`src/rtl/lbpwm_regs.svh`:
```
/*
 * register offsets, field positions, reset values and counts of the
 * breathing/blinking pulse-width block.
 * assumes: included by bare name, definitions only.
 */
`ifndef LBPWM_REGS_SVH
`define LBPWM_REGS_SVH

// byte offsets on the register bus
`define LBPWM_OFF_BREATH_CONFIG 8'h00
`define LBPWM_OFF_DUTY_LIMITS 8'h04
`define LBPWM_OFF_HOLD_DELAYS 8'h08
`define LBPWM_OFF_RAMP_STEP_SIZES 8'h0C
`define LBPWM_OFF_RAMP_INTERVALS 8'h10
`define LBPWM_OFF_OUTPUT_SKEW_DELAY 8'h14

// breath_config field positions
`define LBPWM_CFG_SYMMETRY_BIT 16
`define LBPWM_CFG_WDT_MSB 15
`define LBPWM_CFG_WDT_LSB 8
`define LBPWM_CFG_SOFT_RESET_BIT 7
`define LBPWM_CFG_UPDATE_EN_BIT 6
`define LBPWM_CFG_SIZE_MSB 5
`define LBPWM_CFG_SIZE_LSB 4
`define LBPWM_CFG_SYNC_BIT 3
`define LBPWM_CFG_CLKSEL_BIT 2
`define LBPWM_CFG_MODE_MSB 1
`define LBPWM_CFG_MODE_LSB 0

// duty_limits and hold_delays field positions
`define LBPWM_LIM_MAX_MSB 15
`define LBPWM_LIM_MAX_LSB 8
`define LBPWM_LIM_MIN_MSB 7
`define LBPWM_LIM_MIN_LSB 0
`define LBPWM_DLY_HIGH_MSB 23
`define LBPWM_DLY_HIGH_LSB 12
`define LBPWM_DLY_LOW_MSB 11
`define LBPWM_DLY_LOW_LSB 0

// reset values
`define LBPWM_RST_WATCHDOG_RELOAD_VALUE 8'h14
`define LBPWM_RST_ZERO32 32'h0000_0000

// period maxima per counter size
`define LBPWM_MAX_8BIT 8'hFF
`define LBPWM_MAX_7BIT 8'hFE
`define LBPWM_MAX_6BIT 8'hFC

`endif
```
`src/rtl/lbpwm_pkg.sv`:
```
/*
 * types of the breathing/blinking pulse-width block.
 * assumes: used by scoped name only, never imported.
 */
package lbpwm_pkg;

  // operating modes of the mode field
  typedef enum logic [1:0] {
    LBPWM_MODE_OFF = 2'h0,
    LBPWM_MODE_BREATH = 2'h1,
    LBPWM_MODE_BLINK = 2'h2,
    LBPWM_MODE_ON = 2'h3
  } lbpwm_mode_t;

  // breathing ramp phases
  typedef enum logic [1:0] {
    LBPWM_RISE,
    LBPWM_HOLD_HIGH,
    LBPWM_FALL,
    LBPWM_HOLD_LOW
  } lbpwm_phase_t;

  // software configuration fields
  typedef struct packed {
    logic symmetry;
    logic [7:0] watchdog_reload_value;
    logic update_enable;
    logic [1:0] counter_size_param;
    logic synchronize;
    logic clock_select;
    lbpwm_mode_t operating_mode_alias;
  } lbpwm_cfg_t;

  // apb answer carried as one group
  typedef struct packed {
    logic ready;
    logic slverr;
    logic [31:0] rdata;
  } lbpwm_apb_rsp_t;

  // whole state of the block
  typedef struct packed {
    lbpwm_cfg_t cfg;
    logic [15:0] limits_hold;
    logic [15:0] limits_op;
    logic [23:0] delay_hold;
    logic [23:0] delay_op;
    logic [31:0] step_hold;
    logic [31:0] step_op;
    logic [31:0] int_hold;
    logic [31:0] int_op;
    logic [7:0] skew;
    logic [7:0] period_counter;
    logic [11:0] prescale;
    logic [7:0] duty;
    logic [11:0] wait_cnt;
    lbpwm_phase_t phase;
    logic [7:0] skew_cnt;
    logic led;
    logic sync_out;
    logic [2:0] slow_sync;
    logic [2:0] wdt_sync;
    logic [1:0] sync_any;
    lbpwm_apb_rsp_t rsp;
  } lbpwm_state_t;

endpackage : lbpwm_pkg

```
`src/rtl/lbpwm.sv`:
```
/*
 * breathing/blinking pulse-width led generator with its apb register file.
 * assumes: single clock CLK_IN, synchronous active-high RESET_IN, slow
 * 32.768 KHz clock and the watchdog timeout and group-sync levels arrive
 * asynchronously on pins.
 */
// Function
// period runs zero to FFh, FEh or FCh
// counter wrap to zero ends period, commits
// registers accept 32, 16, 8-bit writes
// configuration writes take effect immediately
// duty limits commit every period end
// delay, step, interval commit only when enabled
// limits read operating copy, bytes independent
// symmetry bit selects asymmetric four-segment ramps
// watchdog reload field, resets to 14h
// soft reset bit restores defaults, self-clears
// update enable set-only, hardware clears after commit
// size field selects 8, 7, 6-bit counter
// any synchronize bit holds all counters
// software sets sync, programs, then clears all
// clock select picks main or slow clock; code honours it in blink only, other modes use the slow clock
// mode field: on, blink, breathe, off-and-clear
// at upper limit hold high time, then fall
// at lower limit hold low time, then rise
// blink duty comes from lower limit byte
// software writes parameters before update enable
// led active while counter below duty
// blink uses 8-bit counter behind prescaler
// segment index from duty bits and ramp direction
// interval n waits n plus one periods
// watchdog timeout forces always-on mode
`timescale 1ns/1ps
`include "lbpwm_regs.svh"

module lbpwm (
  input wire logic CLK_IN,           // main clock, 25 MHz
  input wire logic RESET_IN,         // synchronous reset, active high
  input wire logic PSEL_IN,          // apb select
  input wire logic PENABLE_IN,       // apb access phase
  input wire logic PWRITE_IN,        // apb direction, high writes
  input wire logic [7:0] PADDR_IN,   // apb byte address
  input wire logic [31:0] PWDATA_IN, // apb write data
  input wire logic [3:0] PSTRB_IN,   // apb byte lane strobes
  input wire logic SLOW_CLK_IN,      // 32.768 KHz clock pin
  input wire logic SYNC_ANY_IN,      // any other instance synchronizing
  input wire logic WDT_TIMEOUT_IN,   // watchdog timeout level
  output logic [31:0] PRDATA_OUT,    // apb read data
  output logic PREADY_OUT,           // apb ready
  output logic PSLVERR_OUT,          // apb error, unmapped address
  output logic SYNC_OUT,             // own synchronize bit to the group
  output logic LED_OUT               // pulse output, active high
);

  lbpwm_pkg::lbpwm_state_t st;      // registered state
  lbpwm_pkg::lbpwm_state_t next_st; // next state

  // byte-lane merge of a write into a register word
  function automatic logic [31:0] lane_merge(input logic [31:0] old, input logic [31:0] wdat,
                                             input logic [3:0] strb);
    logic [31:0] res;
    res = old;
    for (int i = 0; i < 4; i++) begin
      if (strb[i]) begin
        res[i*8 +: 8] = wdat[i*8 +: 8];
      end
    end
    return res;
  endfunction

  // period maximum for a size field, blink always full width
  function automatic logic [7:0] period_max(input logic [1:0] size, input logic blink);
    logic [7:0] m;
    m = `LBPWM_MAX_8BIT;
    if (!blink && size == 2'h1) begin
      m = `LBPWM_MAX_7BIT;
    end else if (!blink && size == 2'h2) begin
      m = `LBPWM_MAX_6BIT;
    end
    return m;
  endfunction

  // pick a 4-bit segment field out of a step or interval word
  function automatic logic [3:0] seg_field(input logic [31:0] word, input logic [2:0] idx);
    return word[idx*4 +: 4];
  endfunction

  // decoded state used by the process below
  logic is_write;      // write access completing this edge
  logic is_setup;      // apb setup cycle
  logic slow_tick;     // rising edge of the slow clock
  logic base_tick;     // selected counting clock tick
  logic pwm_tick;      // period counter advances
  logic period_end;    // counter wraps this cycle
  logic hold_all;      // group synchronize active
  logic [7:0] pmax;    // current period maximum
  logic [7:0] duty_now; // duty used for comparison
  logic [2:0] seg_idx; // ramp segment index
  logic [3:0] seg_step; // step field of the current segment
  logic [8:0] step_amt; // duty change per update
  logic [8:0] sum;     // rising duty before clipping
  logic [31:0] wmerge; // merged write word
  logic [31:0] rd_word; // read mux
  logic addr_ok;       // mapped register
  logic [7:0] lim_max; // operating upper limit
  logic [7:0] lim_min; // operating lower limit

  // one combinational pass over the whole state
  always_comb begin
    next_st = st;
    is_setup = PSEL_IN && !PENABLE_IN;
    is_write = PSEL_IN && PENABLE_IN && PWRITE_IN && st.rsp.ready;
    lim_max = st.limits_op[`LBPWM_LIM_MAX_MSB:`LBPWM_LIM_MAX_LSB];
    lim_min = st.limits_op[`LBPWM_LIM_MIN_MSB:`LBPWM_LIM_MIN_LSB];

    // pin synchronisers; only the second stage and later are read
    next_st.slow_sync = {st.slow_sync[1:0], SLOW_CLK_IN};
    next_st.wdt_sync = {st.wdt_sync[1:0], WDT_TIMEOUT_IN};
    next_st.sync_any = {st.sync_any[0], SYNC_ANY_IN};
    slow_tick = st.slow_sync[1] && !st.slow_sync[2];

    // counting base: main clock only in blink with select set
    if (st.cfg.operating_mode_alias == lbpwm_pkg::LBPWM_MODE_BLINK && st.cfg.clock_select) begin
      base_tick = 1'b1;
    end else begin
      base_tick = slow_tick;
    end
    hold_all = st.cfg.synchronize || st.sync_any[1];

    // blink inserts the prescaler, reloaded from the low delay
    pwm_tick = 1'b0;
    if (st.cfg.operating_mode_alias == lbpwm_pkg::LBPWM_MODE_BLINK) begin
      if (base_tick && !hold_all) begin
        if (st.prescale == 12'h000) begin
          next_st.prescale = st.delay_op[`LBPWM_DLY_LOW_MSB:`LBPWM_DLY_LOW_LSB];
          pwm_tick = 1'b1;
        end else begin
          next_st.prescale = st.prescale - 12'h001;
        end
      end
    end else begin
      pwm_tick = base_tick && !hold_all;
    end

    // period counter and its wrap
    pmax = period_max(st.cfg.counter_size_param,
                      st.cfg.operating_mode_alias == lbpwm_pkg::LBPWM_MODE_BLINK);
    period_end = 1'b0;
    if (pwm_tick) begin
      if (st.period_counter >= pmax) begin
        next_st.period_counter = 8'h00;
        period_end = 1'b1;
      end else begin
        next_st.period_counter = st.period_counter + 8'h01;
      end
    end

    // segment index and step size for the ramp engine
    if (st.cfg.symmetry) begin
      seg_idx = {st.phase == lbpwm_pkg::LBPWM_FALL, st.duty[7:6]};
    end else begin
      seg_idx = st.duty[7:5];
    end
    // coarser sizes drop the low step bits
    seg_step = seg_field(st.step_op, seg_idx);
    unique case (st.cfg.counter_size_param)
      2'h1: step_amt = {6'h00, seg_step[3:1]} + 9'h001;
      2'h2: step_amt = {7'h00, seg_step[3:2]} + 9'h001;
      default: step_amt = {5'h00, seg_step} + 9'h001;
    endcase
    sum = {1'b0, st.duty} + step_amt;

    // breathing engine steps once per period end
    if (st.cfg.operating_mode_alias == lbpwm_pkg::LBPWM_MODE_BREATH && period_end) begin
      unique case (st.phase)
        lbpwm_pkg::LBPWM_RISE: begin
          if (st.duty >= lim_max) begin
            next_st.phase = lbpwm_pkg::LBPWM_HOLD_HIGH;
            next_st.wait_cnt = st.delay_op[`LBPWM_DLY_HIGH_MSB:`LBPWM_DLY_HIGH_LSB];
          end else if (st.wait_cnt != 12'h000) begin
            next_st.wait_cnt = st.wait_cnt - 12'h001;
          end else begin
            // saturate rather than wrap past full scale
            next_st.duty = sum[8] ? 8'hFF : sum[7:0];
            next_st.wait_cnt = {8'h00, seg_field(st.int_op, seg_idx)};
          end
        end
        lbpwm_pkg::LBPWM_HOLD_HIGH: begin
          if (st.wait_cnt != 12'h000) begin
            next_st.wait_cnt = st.wait_cnt - 12'h001;
          end else begin
            next_st.phase = lbpwm_pkg::LBPWM_FALL;
          end
        end
        lbpwm_pkg::LBPWM_FALL: begin
          if (st.duty <= lim_min) begin
            next_st.phase = lbpwm_pkg::LBPWM_HOLD_LOW;
            next_st.wait_cnt = st.delay_op[`LBPWM_DLY_LOW_MSB:`LBPWM_DLY_LOW_LSB];
          end else if (st.wait_cnt != 12'h000) begin
            next_st.wait_cnt = st.wait_cnt - 12'h001;
          end else begin
            next_st.duty = ({1'b0, st.duty} > step_amt) ? st.duty - step_amt[7:0] : 8'h00;
            next_st.wait_cnt = {8'h00, seg_field(st.int_op, seg_idx)};
          end
        end
        lbpwm_pkg::LBPWM_HOLD_LOW: begin
          if (st.wait_cnt != 12'h000) begin
            next_st.wait_cnt = st.wait_cnt - 12'h001;
          end else begin
            next_st.phase = lbpwm_pkg::LBPWM_RISE;
          end
        end
      endcase
    end

    // group synchronize holds every counter at its start value
    if (hold_all) begin
      next_st.period_counter = 8'h00;
      next_st.prescale = 12'h000;
      next_st.wait_cnt = 12'h000;
      next_st.skew_cnt = st.skew;
    end else if (base_tick && st.skew_cnt != 8'h00) begin
      next_st.skew_cnt = st.skew_cnt - 8'h01;
    end

    // period-end commits of the holding copies
    if (period_end) begin
      next_st.limits_op = st.limits_hold;
      if (st.cfg.update_enable) begin
        next_st.delay_op = st.delay_hold;
        next_st.step_op = st.step_hold;
        next_st.int_op = st.int_hold;
        next_st.cfg.update_enable = 1'b0;
      end
    end

    // register writes; a set of update enable beats the clear above
    wmerge = 32'h0000_0000;
    if (is_write) begin
      unique case (PADDR_IN)
        `LBPWM_OFF_BREATH_CONFIG: begin
          wmerge = lane_merge({15'h0000, st.cfg.symmetry, st.cfg.watchdog_reload_value, 1'b0,
                               st.cfg.update_enable, st.cfg.counter_size_param, st.cfg.synchronize,
                               st.cfg.clock_select, st.cfg.operating_mode_alias},
                              PWDATA_IN, PSTRB_IN);
          next_st.cfg.symmetry = wmerge[`LBPWM_CFG_SYMMETRY_BIT];
          next_st.cfg.watchdog_reload_value = wmerge[`LBPWM_CFG_WDT_MSB:`LBPWM_CFG_WDT_LSB];
          next_st.cfg.counter_size_param = wmerge[`LBPWM_CFG_SIZE_MSB:`LBPWM_CFG_SIZE_LSB];
          next_st.cfg.synchronize = wmerge[`LBPWM_CFG_SYNC_BIT];
          next_st.cfg.clock_select = wmerge[`LBPWM_CFG_CLKSEL_BIT];
          next_st.cfg.operating_mode_alias =
            lbpwm_pkg::lbpwm_mode_t'(wmerge[`LBPWM_CFG_MODE_MSB:`LBPWM_CFG_MODE_LSB]);
          if (PSTRB_IN[0] && PWDATA_IN[`LBPWM_CFG_UPDATE_EN_BIT]) begin
            next_st.cfg.update_enable = 1'b1;
          end
        end
        `LBPWM_OFF_DUTY_LIMITS: begin
          wmerge = lane_merge({16'h0000, st.limits_hold}, PWDATA_IN, PSTRB_IN);
          next_st.limits_hold = wmerge[15:0];
        end
        `LBPWM_OFF_HOLD_DELAYS: begin
          wmerge = lane_merge({8'h00, st.delay_hold}, PWDATA_IN, PSTRB_IN);
          next_st.delay_hold = wmerge[23:0];
        end
        `LBPWM_OFF_RAMP_STEP_SIZES: begin
          next_st.step_hold = lane_merge(st.step_hold, PWDATA_IN, PSTRB_IN);
        end
        `LBPWM_OFF_RAMP_INTERVALS: begin
          next_st.int_hold = lane_merge(st.int_hold, PWDATA_IN, PSTRB_IN);
        end
        `LBPWM_OFF_OUTPUT_SKEW_DELAY: begin
          wmerge = lane_merge({24'h000000, st.skew}, PWDATA_IN, PSTRB_IN);
          next_st.skew = wmerge[7:0];
        end
        default: begin
          next_st.skew = st.skew; // unmapped write is dropped
        end
      endcase
    end

    // watchdog timeout overrides the mode to always on
    if (st.wdt_sync[1] && !st.wdt_sync[2]) begin
      next_st.cfg.operating_mode_alias = lbpwm_pkg::LBPWM_MODE_ON;
    end

    // mode off clears the engine and parks its counters
    if (st.cfg.operating_mode_alias == lbpwm_pkg::LBPWM_MODE_OFF) begin
      next_st.period_counter = 8'h00;
      next_st.prescale = 12'h000;
      next_st.duty = 8'h00;
      next_st.wait_cnt = 12'h000;
      next_st.phase = lbpwm_pkg::LBPWM_RISE;
      next_st.skew_cnt = st.skew;
    end

    // output compare; in breathe and blink, skew keeps the output off after enable or sync
    duty_now = (st.cfg.operating_mode_alias == lbpwm_pkg::LBPWM_MODE_BLINK) ? lim_min : st.duty;
    unique case (st.cfg.operating_mode_alias)
      lbpwm_pkg::LBPWM_MODE_ON: next_st.led = 1'b1;
      lbpwm_pkg::LBPWM_MODE_OFF: next_st.led = 1'b0;
      default: next_st.led = (st.skew_cnt == 8'h00) && (st.period_counter < duty_now);
    endcase
    next_st.sync_out = st.cfg.synchronize;

    // read mux shows operating copies, never the holding ones
    addr_ok = 1'b1;
    unique case (PADDR_IN)
      `LBPWM_OFF_BREATH_CONFIG: rd_word = {15'h0000, st.cfg.symmetry, st.cfg.watchdog_reload_value, 1'b0,
                                           st.cfg.update_enable, st.cfg.counter_size_param,
                                           st.cfg.synchronize, st.cfg.clock_select,
                                           st.cfg.operating_mode_alias};
      `LBPWM_OFF_DUTY_LIMITS: rd_word = {16'h0000, st.limits_op};
      `LBPWM_OFF_HOLD_DELAYS: rd_word = {8'h00, st.delay_op};
      `LBPWM_OFF_RAMP_STEP_SIZES: rd_word = st.step_op;
      `LBPWM_OFF_RAMP_INTERVALS: rd_word = st.int_op;
      `LBPWM_OFF_OUTPUT_SKEW_DELAY: rd_word = {24'h000000, st.skew};
      default: begin
        rd_word = 32'h0000_0000;
        addr_ok = 1'b0;
      end
    endcase

    // no wait state: answer registered in setup, shown in the first access cycle
    next_st.rsp.ready = is_setup;
    next_st.rsp.slverr = is_setup && !addr_ok;
    next_st.rsp.rdata = (is_setup && !PWRITE_IN) ? rd_word : 32'h0000_0000;

    // soft reset restores every register, bit itself reads zero
    if (is_write && PADDR_IN == `LBPWM_OFF_BREATH_CONFIG && PSTRB_IN[0] &&
        PWDATA_IN[`LBPWM_CFG_SOFT_RESET_BIT]) begin
      next_st.cfg = '0;
      next_st.cfg.watchdog_reload_value = `LBPWM_RST_WATCHDOG_RELOAD_VALUE;
      next_st.limits_hold = 16'h0000;
      next_st.limits_op = 16'h0000;
      next_st.delay_hold = 24'h000000;
      next_st.delay_op = 24'h000000;
      next_st.step_hold = `LBPWM_RST_ZERO32;
      next_st.step_op = `LBPWM_RST_ZERO32;
      next_st.int_hold = `LBPWM_RST_ZERO32;
      next_st.int_op = `LBPWM_RST_ZERO32;
      next_st.skew = 8'h00;
      next_st.skew_cnt = 8'h00;
      next_st.duty = 8'h00;
      next_st.phase = lbpwm_pkg::LBPWM_RISE;
    end
  end

  // state register; reset takes constants only
  always_ff @(posedge CLK_IN) begin
    if (RESET_IN) begin
      st <= '0;
      st.cfg.watchdog_reload_value <= `LBPWM_RST_WATCHDOG_RELOAD_VALUE;
    end else begin
      st <= next_st;
    end
  end

  // every output is a flip-flop of the state
  assign PRDATA_OUT = st.rsp.rdata;
  assign PREADY_OUT = st.rsp.ready;
  assign PSLVERR_OUT = st.rsp.slverr;
  assign SYNC_OUT = st.sync_out;
  assign LED_OUT = st.led;

endmodule // lbpwm

```
`config.mk`:
```
export PLATFORM = sky130hd
export DESIGN_NAME = lbpwm
export DESIGN_NICKNAME = d
export VERILOG_FILES = /design/src/rtl/lbpwm_pkg.sv /design/src/rtl/lbpwm.sv
export VERILOG_INCLUDE_DIRS = /design/src /design/src/rtl
export SDC_FILE = /design/constraint.sdc
export NUM_CORES = 1
export LEC_CHECK = 0
export BUFFER_PORTS_ARGS = -buffer_cell sky130_fd_sc_hd__buf_4
export CELL_PAD_IN_SITES_DETAIL_PLACEMENT = 0
export CELL_PAD_IN_SITES_GLOBAL_PLACEMENT = 1
export CORE_MARGIN = 1.5
export CORE_UTILIZATION = 45
export CTS_CLUSTER_SIZE = 12
export DETAILED_ROUTE_END_ITERATION = 8
export GPL_TIMING_DRIVEN = 0
export MAX_ROUTING_LAYER = met4
export PLACE_DENSITY_LB_ADDON = 0.25
export SYNTH_ARGS = -nofsm -noshare
export SYNTH_HDL_FRONTEND = slang
export SYNTH_SLANG_ARGS = --single-unit
```
`constraint.sdc`:
```
create_clock -name CLK_IN -period 5.72 [get_ports CLK_IN]
set_input_delay 1.144 -clock CLK_IN [delete_from_list [all_inputs] [get_ports CLK_IN]]
set_output_delay 1.144 -clock CLK_IN [all_outputs]
set_load 0.02 [all_outputs]
```
==> key figures, run 1 <==
Min path
  – Worst Hold Class: reg2reg
  – Hold Path End: next_st[38]
  – HP Start: next_st[37]
  – Worst hold path cell count: 1

GRT
  – Total grt overflow: 0
  – Largest net degree at the start of global routing: 13
  – First-pass GRT wire length: 80300 um
  – Overall Global Routing Usage: 0.305
  – Initial antenna violation count: 0
  – Vias in the first global route: 13200

CTS
  – CTS Hold Buffers Added: 0
  – Clk_lat worst skew: roughly 0.55 ns
  – Clock transition at path regs: about 0.060 ns
  – CTS tree: yes
  – Longest Clk Path Bufs: 3
  – CTS Buf Count: 38
  – Root Buffer: clkbuf_16
  – H-Tree Depth: 2
  – Sink Count: 326

Routing
  – DRC violations left: 0
  – Pre-Repair DR Iteration Count: 6
  – Average wire per standard cell: between 20 and 25 um
  – Post-DRT Antenna Nets: 0
  – Iter 0 DRT Violations: 1421
  – Final WL: roughly 54000 um
  – DR vias/cell: 5.79
  – Routed vias: 14100

Synth
  – Net Count, Synth: 1933
  – Top FF cell, synth: dfxtp_1
  – Synth Warn #: 0
  – Post-Synthesis Cells: 1826
  – FF+latch count, synth: 326
  – Synth cell types: 81
  – Avg Cell Area, Syn: about 8.6 um^2
  – Fraction of registers with async set/reset: 0
  – Number of synthesized flops with an enable pin: 0
  – Mapped cell area: 15700 um^2
  – Post-synthesis sequential area ratio: 0.416

Floorplan
  – Starting density of the core: 0.456
  – # rows: just under 70
  – Die Area: 36000 um^2
  – Die Ht: 190 um
  – Io pins: 88
  – Die Wd: 190 um
  – CORE AREA: ~34000 um^2

STA
  – Tcrit/Tclk final: 0.943
  – Setup ws final: 0.326 ns
  – Hold slack: 0.433 ns
  – Final Max Slew Viols: 0
  – Setup Skew: 0.0308 ns
  – RSZ-0062 raised after global routing: false
  – Fmax: ~190 MHz
  – Worst Tran Pin Value: 1.04 ns
  – Min Tclk post-route: 5.39 ns
  – Final hold vios: 0
  – Setup TNS: 0 ns
  – Max_slew headroom: 0.298
  – Final Setup Violations: 0

Power and ir drop
  – Flop pwr share: 0.465
  – Power, Total: about 4.9 mW
  – IR Drop Worst-Case VDD: approximately 240 uV
  – Power Internal: 3.82 mW
  – Leak: 6.75 nW
  – Logic pwr share: 0.035
  – Net Sw Power: between 1 and 1.5 mW
  – Switching portion of total power: 0.223
  – PwrDens: 269 nW/um^2
  – Clock power share: 0.500

Layout
  – Area growth syn-to-layout: 16.3%
  – Number of diodes: 0
  – Fill count: about 3300
  – Final cell count without fillers: approximately 2400
  – Nets: 2061
  – Final Util: 0.530
  – Share of cells above drive strength 1: 0.140
  – Design area: 18300 um^2

Worst setup path
  – Reg2reg setup slack: 0.33 ns
  – Setup Crit Path Kind: reg2reg
  – R2r worst-path depth: 22
  – FF-to-FF End: st[71]
  – Nature of the critical path startpoint: register
  – Worst setup EP type: register
  – Req. time, crit path: 6.15 ns
  – Crit path DAT: 5.82 ns
  – CP Max Fanout: 10
  – Reg2reg start: st[52]

Placement
  – Placed insts: between 2000 and 2500
  – GP Congestion: 0.966
  – Final HPWL DP: 41200 um
  – Placed instance area: 16900 um^2
  – Port-buffer cells: 87
  – Pre-CTS WS: -0.654 ns

Job
  – Max Cap Viol: 0

Outcome
  – Status: finished clean
==> synth_stat cells, types with 9 or more instances <==
cell type / n / area (um^2)
nor4_1: 10 / 62.6
o21ai_0: 46 / 230
a221oi_1: 15 / 131
nor2b_1: 20 / 125
a222oi_1: 9 / 90.1
ha_1: 53 / 663
mux4_2: 14 / 315
clkbuf_1: 64 / 240
nor2_1: 219 / 822
a21oi_1: 178 / 891
a211oi_1: 23 / 173
inv_1: 50 / 188
a22oi_1: 26 / 195
buf_4: 32 / 240
o211ai_1: 9 / 67.6
buf_2: 36 / 180
nand2_1: 291 / 1090
mux2i_1: 155 / 1550
o22ai_1: 13 / 81.3
nand3_1: 26 / 130
o21a_1: 13 / 97.6
nor3_1: 23 / 115
and3_1: 13 / 81.3
dfxtp_1: 326 / 6530
==> sequential cells by signal (all words and copies together) (netlist names) <==
name	count
st	268
PREADY_OUT	1
lim_max	8
LED_OUT	1
next_st	6
SYNC_OUT	1
lim_min	8
PSLVERR_OUT	1
PRDATA_OUT	32
==> per-layer routing <==
metal | vias to the layer above | global-route usage | share of wire | wire (um)
met3 | 117 | 0.0472 | 0.079 | 4290
li1 | 6630 | - | - | -
met2 | 610 | 0.458 | 0.44 | 23700
met4 | 0 | 0.116 | 0.038 | 2050
met1 | 6740 | 0.414 | 0.44 | 24000
met5 | - | - | 0 | 0
==> repair_timing <==
item,in CTS,in global routing
buffers inserted,1,0
gates cloned,0,0
endpoints found under the setup margin,7,7
pin swaps,0,0
gates resized for setup,9,5
==> cell families after synthesis <==
kind of cell,Yosys count,share of synthesized area
AOI/OAI and AO/OA,398,0.162
and+or+nand+nor,671,0.191
xor gates and xnor gates,14,0.00781
adders and majority gates,55,0.0448
buffers and inverters,190,0.0564
muxes,172,0.122
DFF,326,0.416
==> worst max-delay path, cell delays in order (launching register included) <==
cell and delay (ns):
dfxtp_1 0.39, inv_1 0.09, ha_1 0.19, clkbuf_1 0.27, mux2i_4 0.31, clkbuf_4 0.30
mux4_2 0.38, mux2i_4 0.29, inv_1 0.08, ha_1 0.22, nor2b_1 0.14, xnor2_1 0.16
a22o_1 0.28, ha_1 0.27, clkbuf_1 0.23, nor4_2 0.30, and3_1 0.19, a21oi_1 0.05
o31ai_2 0.29, clkbuf_2 0.29, o21ai_0 0.13, nor3_1 0.30, a21oi_1 0.12
==> power groups by stage <==
| stage | combinational [mW] | sequential [mW] | clock, mW |
|---|---|---|---|
| 4_1_cts | 0.171 | 2.28 | 2.49 |
| 2_1_floorplan | 0.0756 | 2.33 | 0 |
| 6_report | 0.173 | 2.28 | 2.46 |
| 3_3_place_gp | 0.169 | 2.33 | 0 |
| 5_1_grt | 0.182 | 2.28 | 2.57 |
| 3_5_place_dp | 0.170 | 2.33 | 0 |
==> how the worst max path moves through the flow <==
stage	to	slack (ns)	start	depth (start not counted)
final	st[71]	0.33	st[52]	22
after detailed placement	st[69]	-0.65	st[73]	21
after CTS	st[69]	0.0009	st[52]	22
after global routing	st[69]	0.02	st[52]	20
after global placement	st[69]	-0.60	st[73]	21
after floorplan	st[69]	0.94	st[52]	22
==> area by class of cell <==
type,count,area [um^2],share of cell area
Sequential cell,326,6530,0.357
Clock inverter,12,141,0.00774
Inverter,51,191,0.0105
Clock buffer,54,1110,0.0609
Timing Repair Buffer,89,668,0.0366
Multi-Input combinational cell,1310,8350,0.458
Buffer,138,696,0.0381
Tap cell,455,569,0.0312
==> cell usage in the layout (no fill, tap or decap), types with 9 or more instances in the layout <==
cell type  synthesis  routed
nand2_1          291     291
a211oi_1          23      23
o22ai_1           13      13
dfxtp_1          326     326
nand3_1           26      26
nor3_1            23      23
nor2_1           219     219
a22oi_1           26      26
inv_1             50      50
o211ai_1           9       9
a222oi_1           9       9
mux4_2            14      14
mux2i_1          155     151
a221oi_1          15      15
clkbuf_16          0      39
buf_4             32     121
clkbuf_1          64      68
o21a_1            13      13
a21oi_1          178     178
ha_1              53      53
o21ai_0           46      46
and3_1            13      13
nor2b_1           20      20
buf_2             36      35
(Power assumes the default switching activity.)
==> run 2, diff against run 1 <==
- CELL_PAD_IN_SITES_DETAIL_PLACEMENT: 0 -> 2
- CELL_PAD_IN_SITES_GLOBAL_PLACEMENT: 1 -> 2
- CORE_UTILIZATION: 45 -> 38
==> run 2 against run 1 <==
Global-route usage is 2.6 points higher; register-to-register slack lost 0.07 ns; highest routed layer unchanged; sequential power hardly changed; cell count increased by 3.0%; die area up 18%; final area grew 0.50%; sequential share of layout area fell by 0.18 points; core utilization down 8.0 points.
==> key figures, run 2 (synthesis results as in run 1) <==
Routing
  – DR vias/cell: 5.88 (was 5.79)
  – Final WL: 67900 um (was 54000 um)
  – Average wire per standard cell: 27.1 um (was 22.2 um)
  – Iter 0 DRT Violations: 1062 (was 1421)
  – DRC violations left: 0 (unchanged)
  – Pre-Repair DR Iteration Count: 6 (unchanged)
  – Post-DRT Antenna Nets: 0 (unchanged)
  – Routed vias: 14800 (was 14100)

Floorplan
  – Io pins: 88 (unchanged)
  – Die Ht: 206 um (was 190 um)
  – Starting density of the core: 0.385 (was 0.456)
  – CORE AREA: 40800 um^2 (was 34500 um^2)
  – Die Area: 42500 um^2 (was 36000 um^2)
  – Die Wd: 206 um (was 190 um)
  – # rows: 74 (was 68)

Power and ir drop
  – IR Drop Worst-Case VDD: 187 uV (was 237 uV)
  – Net Sw Power: 1.18 mW (was 1.10 mW)
  – Logic pwr share: 0.037 (was 0.035)
  – Power Internal: 3.83 mW (was 3.82 mW)
  – Power, Total: 5.00 mW (was 4.91 mW)
  – Leak: 6.74 nW (was 6.75 nW)
  – Switching portion of total power: 0.235 (was 0.223)
  – PwrDens: 273 nW/um^2 (was 269 nW/um^2)
  – Flop pwr share: 0.456 (was 0.465)
  – Clock power share: 0.507 (was 0.500)

STA
  – Final hold vios: 0 (unchanged)
  – Final Max Slew Viols: 0 (unchanged)
  – Final Setup Violations: 0 (unchanged)
  – Worst Tran Pin Value: 1.13 ns (was 1.04 ns)
  – Setup ws final: 0.254 ns (was 0.326 ns)
  – Min Tclk post-route: 5.47 ns (was 5.39 ns)
  – Tcrit/Tclk final: 0.956 (was 0.943)
  – Setup Skew: 0.0202 ns (was 0.0308 ns)
  – RSZ-0062 raised after global routing: false (unchanged)
  – Fmax: 183 MHz (was 185 MHz)
  – Max_slew headroom: 0.240 (was 0.298)

CTS
  – Clk_lat worst skew: 0.58 ns (was 0.55 ns)
  – Longest Clk Path Bufs: 3 (unchanged)
  – Clock transition at path regs: 0.06 ns (about the same)
  – Root Buffer: clkbuf_16 (unchanged)
  – H-Tree Depth: 2 (unchanged)
  – Sink Count: 326 (unchanged)
  – CTS tree: yes (unchanged)
  – CTS Buf Count: 39 (was 38)

GRT
  – Vias in the first global route: 15900 (was 13200)
  – First-pass GRT wire length: 101000 um (was 80300 um)
  – Largest net degree at the start of global routing: 13 (unchanged)
  – Overall Global Routing Usage: 0.331 (was 0.305)
  – Initial antenna violation count: 2 (was 0)
  – Total grt overflow: 0 (unchanged)

Job
  – Max Cap Viol: 0 (unchanged)

Min path
  – Worst Hold Class: reg2reg (unchanged)
  – Worst hold path cell count: 1 (unchanged)

Worst setup path
  – Slowest stage delay, CP: 0.47 ns (was 0.39 ns)
  – Worst setup EP type: register (unchanged)
  – Critical Path Slowest Stage Cell: mux2i_4 (was dfxtp_1)
  – Crit path DAT: 5.91 ns (was 5.82 ns)
  – R2r worst-path depth: 20 (was 22)
  – Nature of the critical path startpoint: register (unchanged)
  – CP Max Fanout: 10 (unchanged)
  – Critical path's most frequent cell: a21oi_1 (was ha_1)
  – Req. time, crit path: 6.16 ns (was 6.15 ns)
  – Worst-path cell chain: clkbuf_2 -> mux2i_4 -> buf_2 -> mux2i_1 -> a211oi_1 -> a21oi_2 -> inv_1 -> ha_1 -> xnor2_1 -> a221oi_1 -> a21oi_1 -> ha_2 -> nor2_1 -> o311ai_0 -> a21oi_1 -> o31ai_2 -> clkbuf_2 -> o21ai_0 -> nor3_1 -> a21oi_1 (was inv_1 -> ha_1 -> clkbuf_1 -> mux2i_4 -> clkbuf_4 -> mux4_2 -> mux2i_4 -> inv_1 -> ha_1 -> nor2b_1 -> xnor2_1 -> a22o_1 -> ha_1 -> clkbuf_1 -> nor4_2 -> and3_1 -> a21oi_1 -> o31ai_2 -> clkbuf_2 -> o21ai_0 -> nor3_1 -> a21oi_1)
  – Setup Crit Path Kind: reg2reg (unchanged)

Layout
  – Nets: 2059 (was 2061)
  – Share of cells above drive strength 1: 0.140 (about the same)
  – Number of diodes: 0 (unchanged)
  – Area growth syn-to-layout: 16.9% (was 16.3%)
  – Max reg flops: 268 (unchanged)
  – Fill count: 4492 (was 3288)
  – Commonest cells after routing, fill and taps aside: dfxtp_1 (326), nand2_1 (291), nor2_1 (219) (unchanged)
  – Largest Register: st (unchanged)
  – Design area: 18300 um^2 (about the same)
  – Leading cell type in the layout, fill and taps excluded: dfxtp_1 (unchanged)

Placement
  – Placed instance area: 17000 um^2 (was 16900 um^2)
  – Final HPWL DP: 50900 um (was 41200 um)
  – Pre-CTS WS: -0.792 ns (was -0.654 ns)
  – Port-buffer cells: 87 (unchanged)
  – GP Congestion: 0.960 (was 0.966)

Outcome
  – Status: finished clean (unchanged)
## run 2: changes by cell type in the layout (fill, tap and decap cells not counted), sizes merged
| cell | change |
|---|---|
| buf | -1 |
| clkbuf | -1 |
| clkinv | -1 |
| clkinvlp | -1 |
| inv | +1 |
## run 2: path summary, 6_finish.rpt
| path | to | slack, ns | start |
|---|---|---|---|
| max reg2reg | st[71] | 0.25 | st[73] |
| max | st[71] | 0.25 | st[73] |
| min | next_st[38] | 0.44 | next_st[37] |
| min reg2reg | next_st[38] | 0.44 | next_st[37] |
## run 2: worst max-delay path: cells and delay by family, from the launching register on
kind	cells	cell delay [ns]
AOI/OAI and AO/OA	9	1.85
buffers and inverters	4	1.11
muxes	2	0.77
adders and majority gates	2	0.68
and+or+nand+nor	2	0.41
DFF	1	0.37
xor gates and xnor gates	1	0.13
## run 2: cell type report
cell class	instances	area, um^2	area share
clock inverter	11	149	0.00811
timing repair buffer	88	661	0.0360
sequential	326	6530	0.356
buffer	136	688	0.0375
clock buffer	55	1120	0.0608
inverter	51	191	0.0104
multi-input combinational	1310	8350	0.455
tap	532	666	0.0363
## run 2: metal layers
layer  GRT usage  share of wire
met1       0.418           0.43
met2       0.546           0.48
met3      0.0423          0.056
met4       0.111          0.032
met5           -              0
## run 2: power groups by stage
stage / combinational [mW] / sequential (mW) / clock, mW
after floorplan: 0.0756 / 2.33 / 0
after CTS: 0.184 / 2.28 / 2.55
after detailed placement: 0.180 / 2.33 / 0
after global routing: 0.193 / 2.28 / 2.64
final: 0.186 / 2.28 / 2.54
after global placement: 0.176 / 2.33 / 0
## run 2: repair_timing
action                                 4_1_cts  5_1_grt
endpoints found under the hold margin        0        0
resized for setup                           10        4
setup endpoints to repair                    8        7
hold buffers                                 0        0
buffers inserted                             0        0
## run 2: per-stage QoR
| step | setup TNS [ns] | utilization | hold WS, ns | instances |
|---|---|---|---|---|
| floorplan | 0 | - | 0.414 | 1826 |
| global placement | -3.54 | 0.417 | 0.425 | 2445 |
| detailed placement | -5.04 | 0.417 | 0.435 | 2446 |
| CTS | 0 | 0.449 | 0.448 | 2511 |
| global route | 0 | 0.449 | 0.455 | 2509 |
| finish | 0 | 0.449 | 0.440 | 2509 |
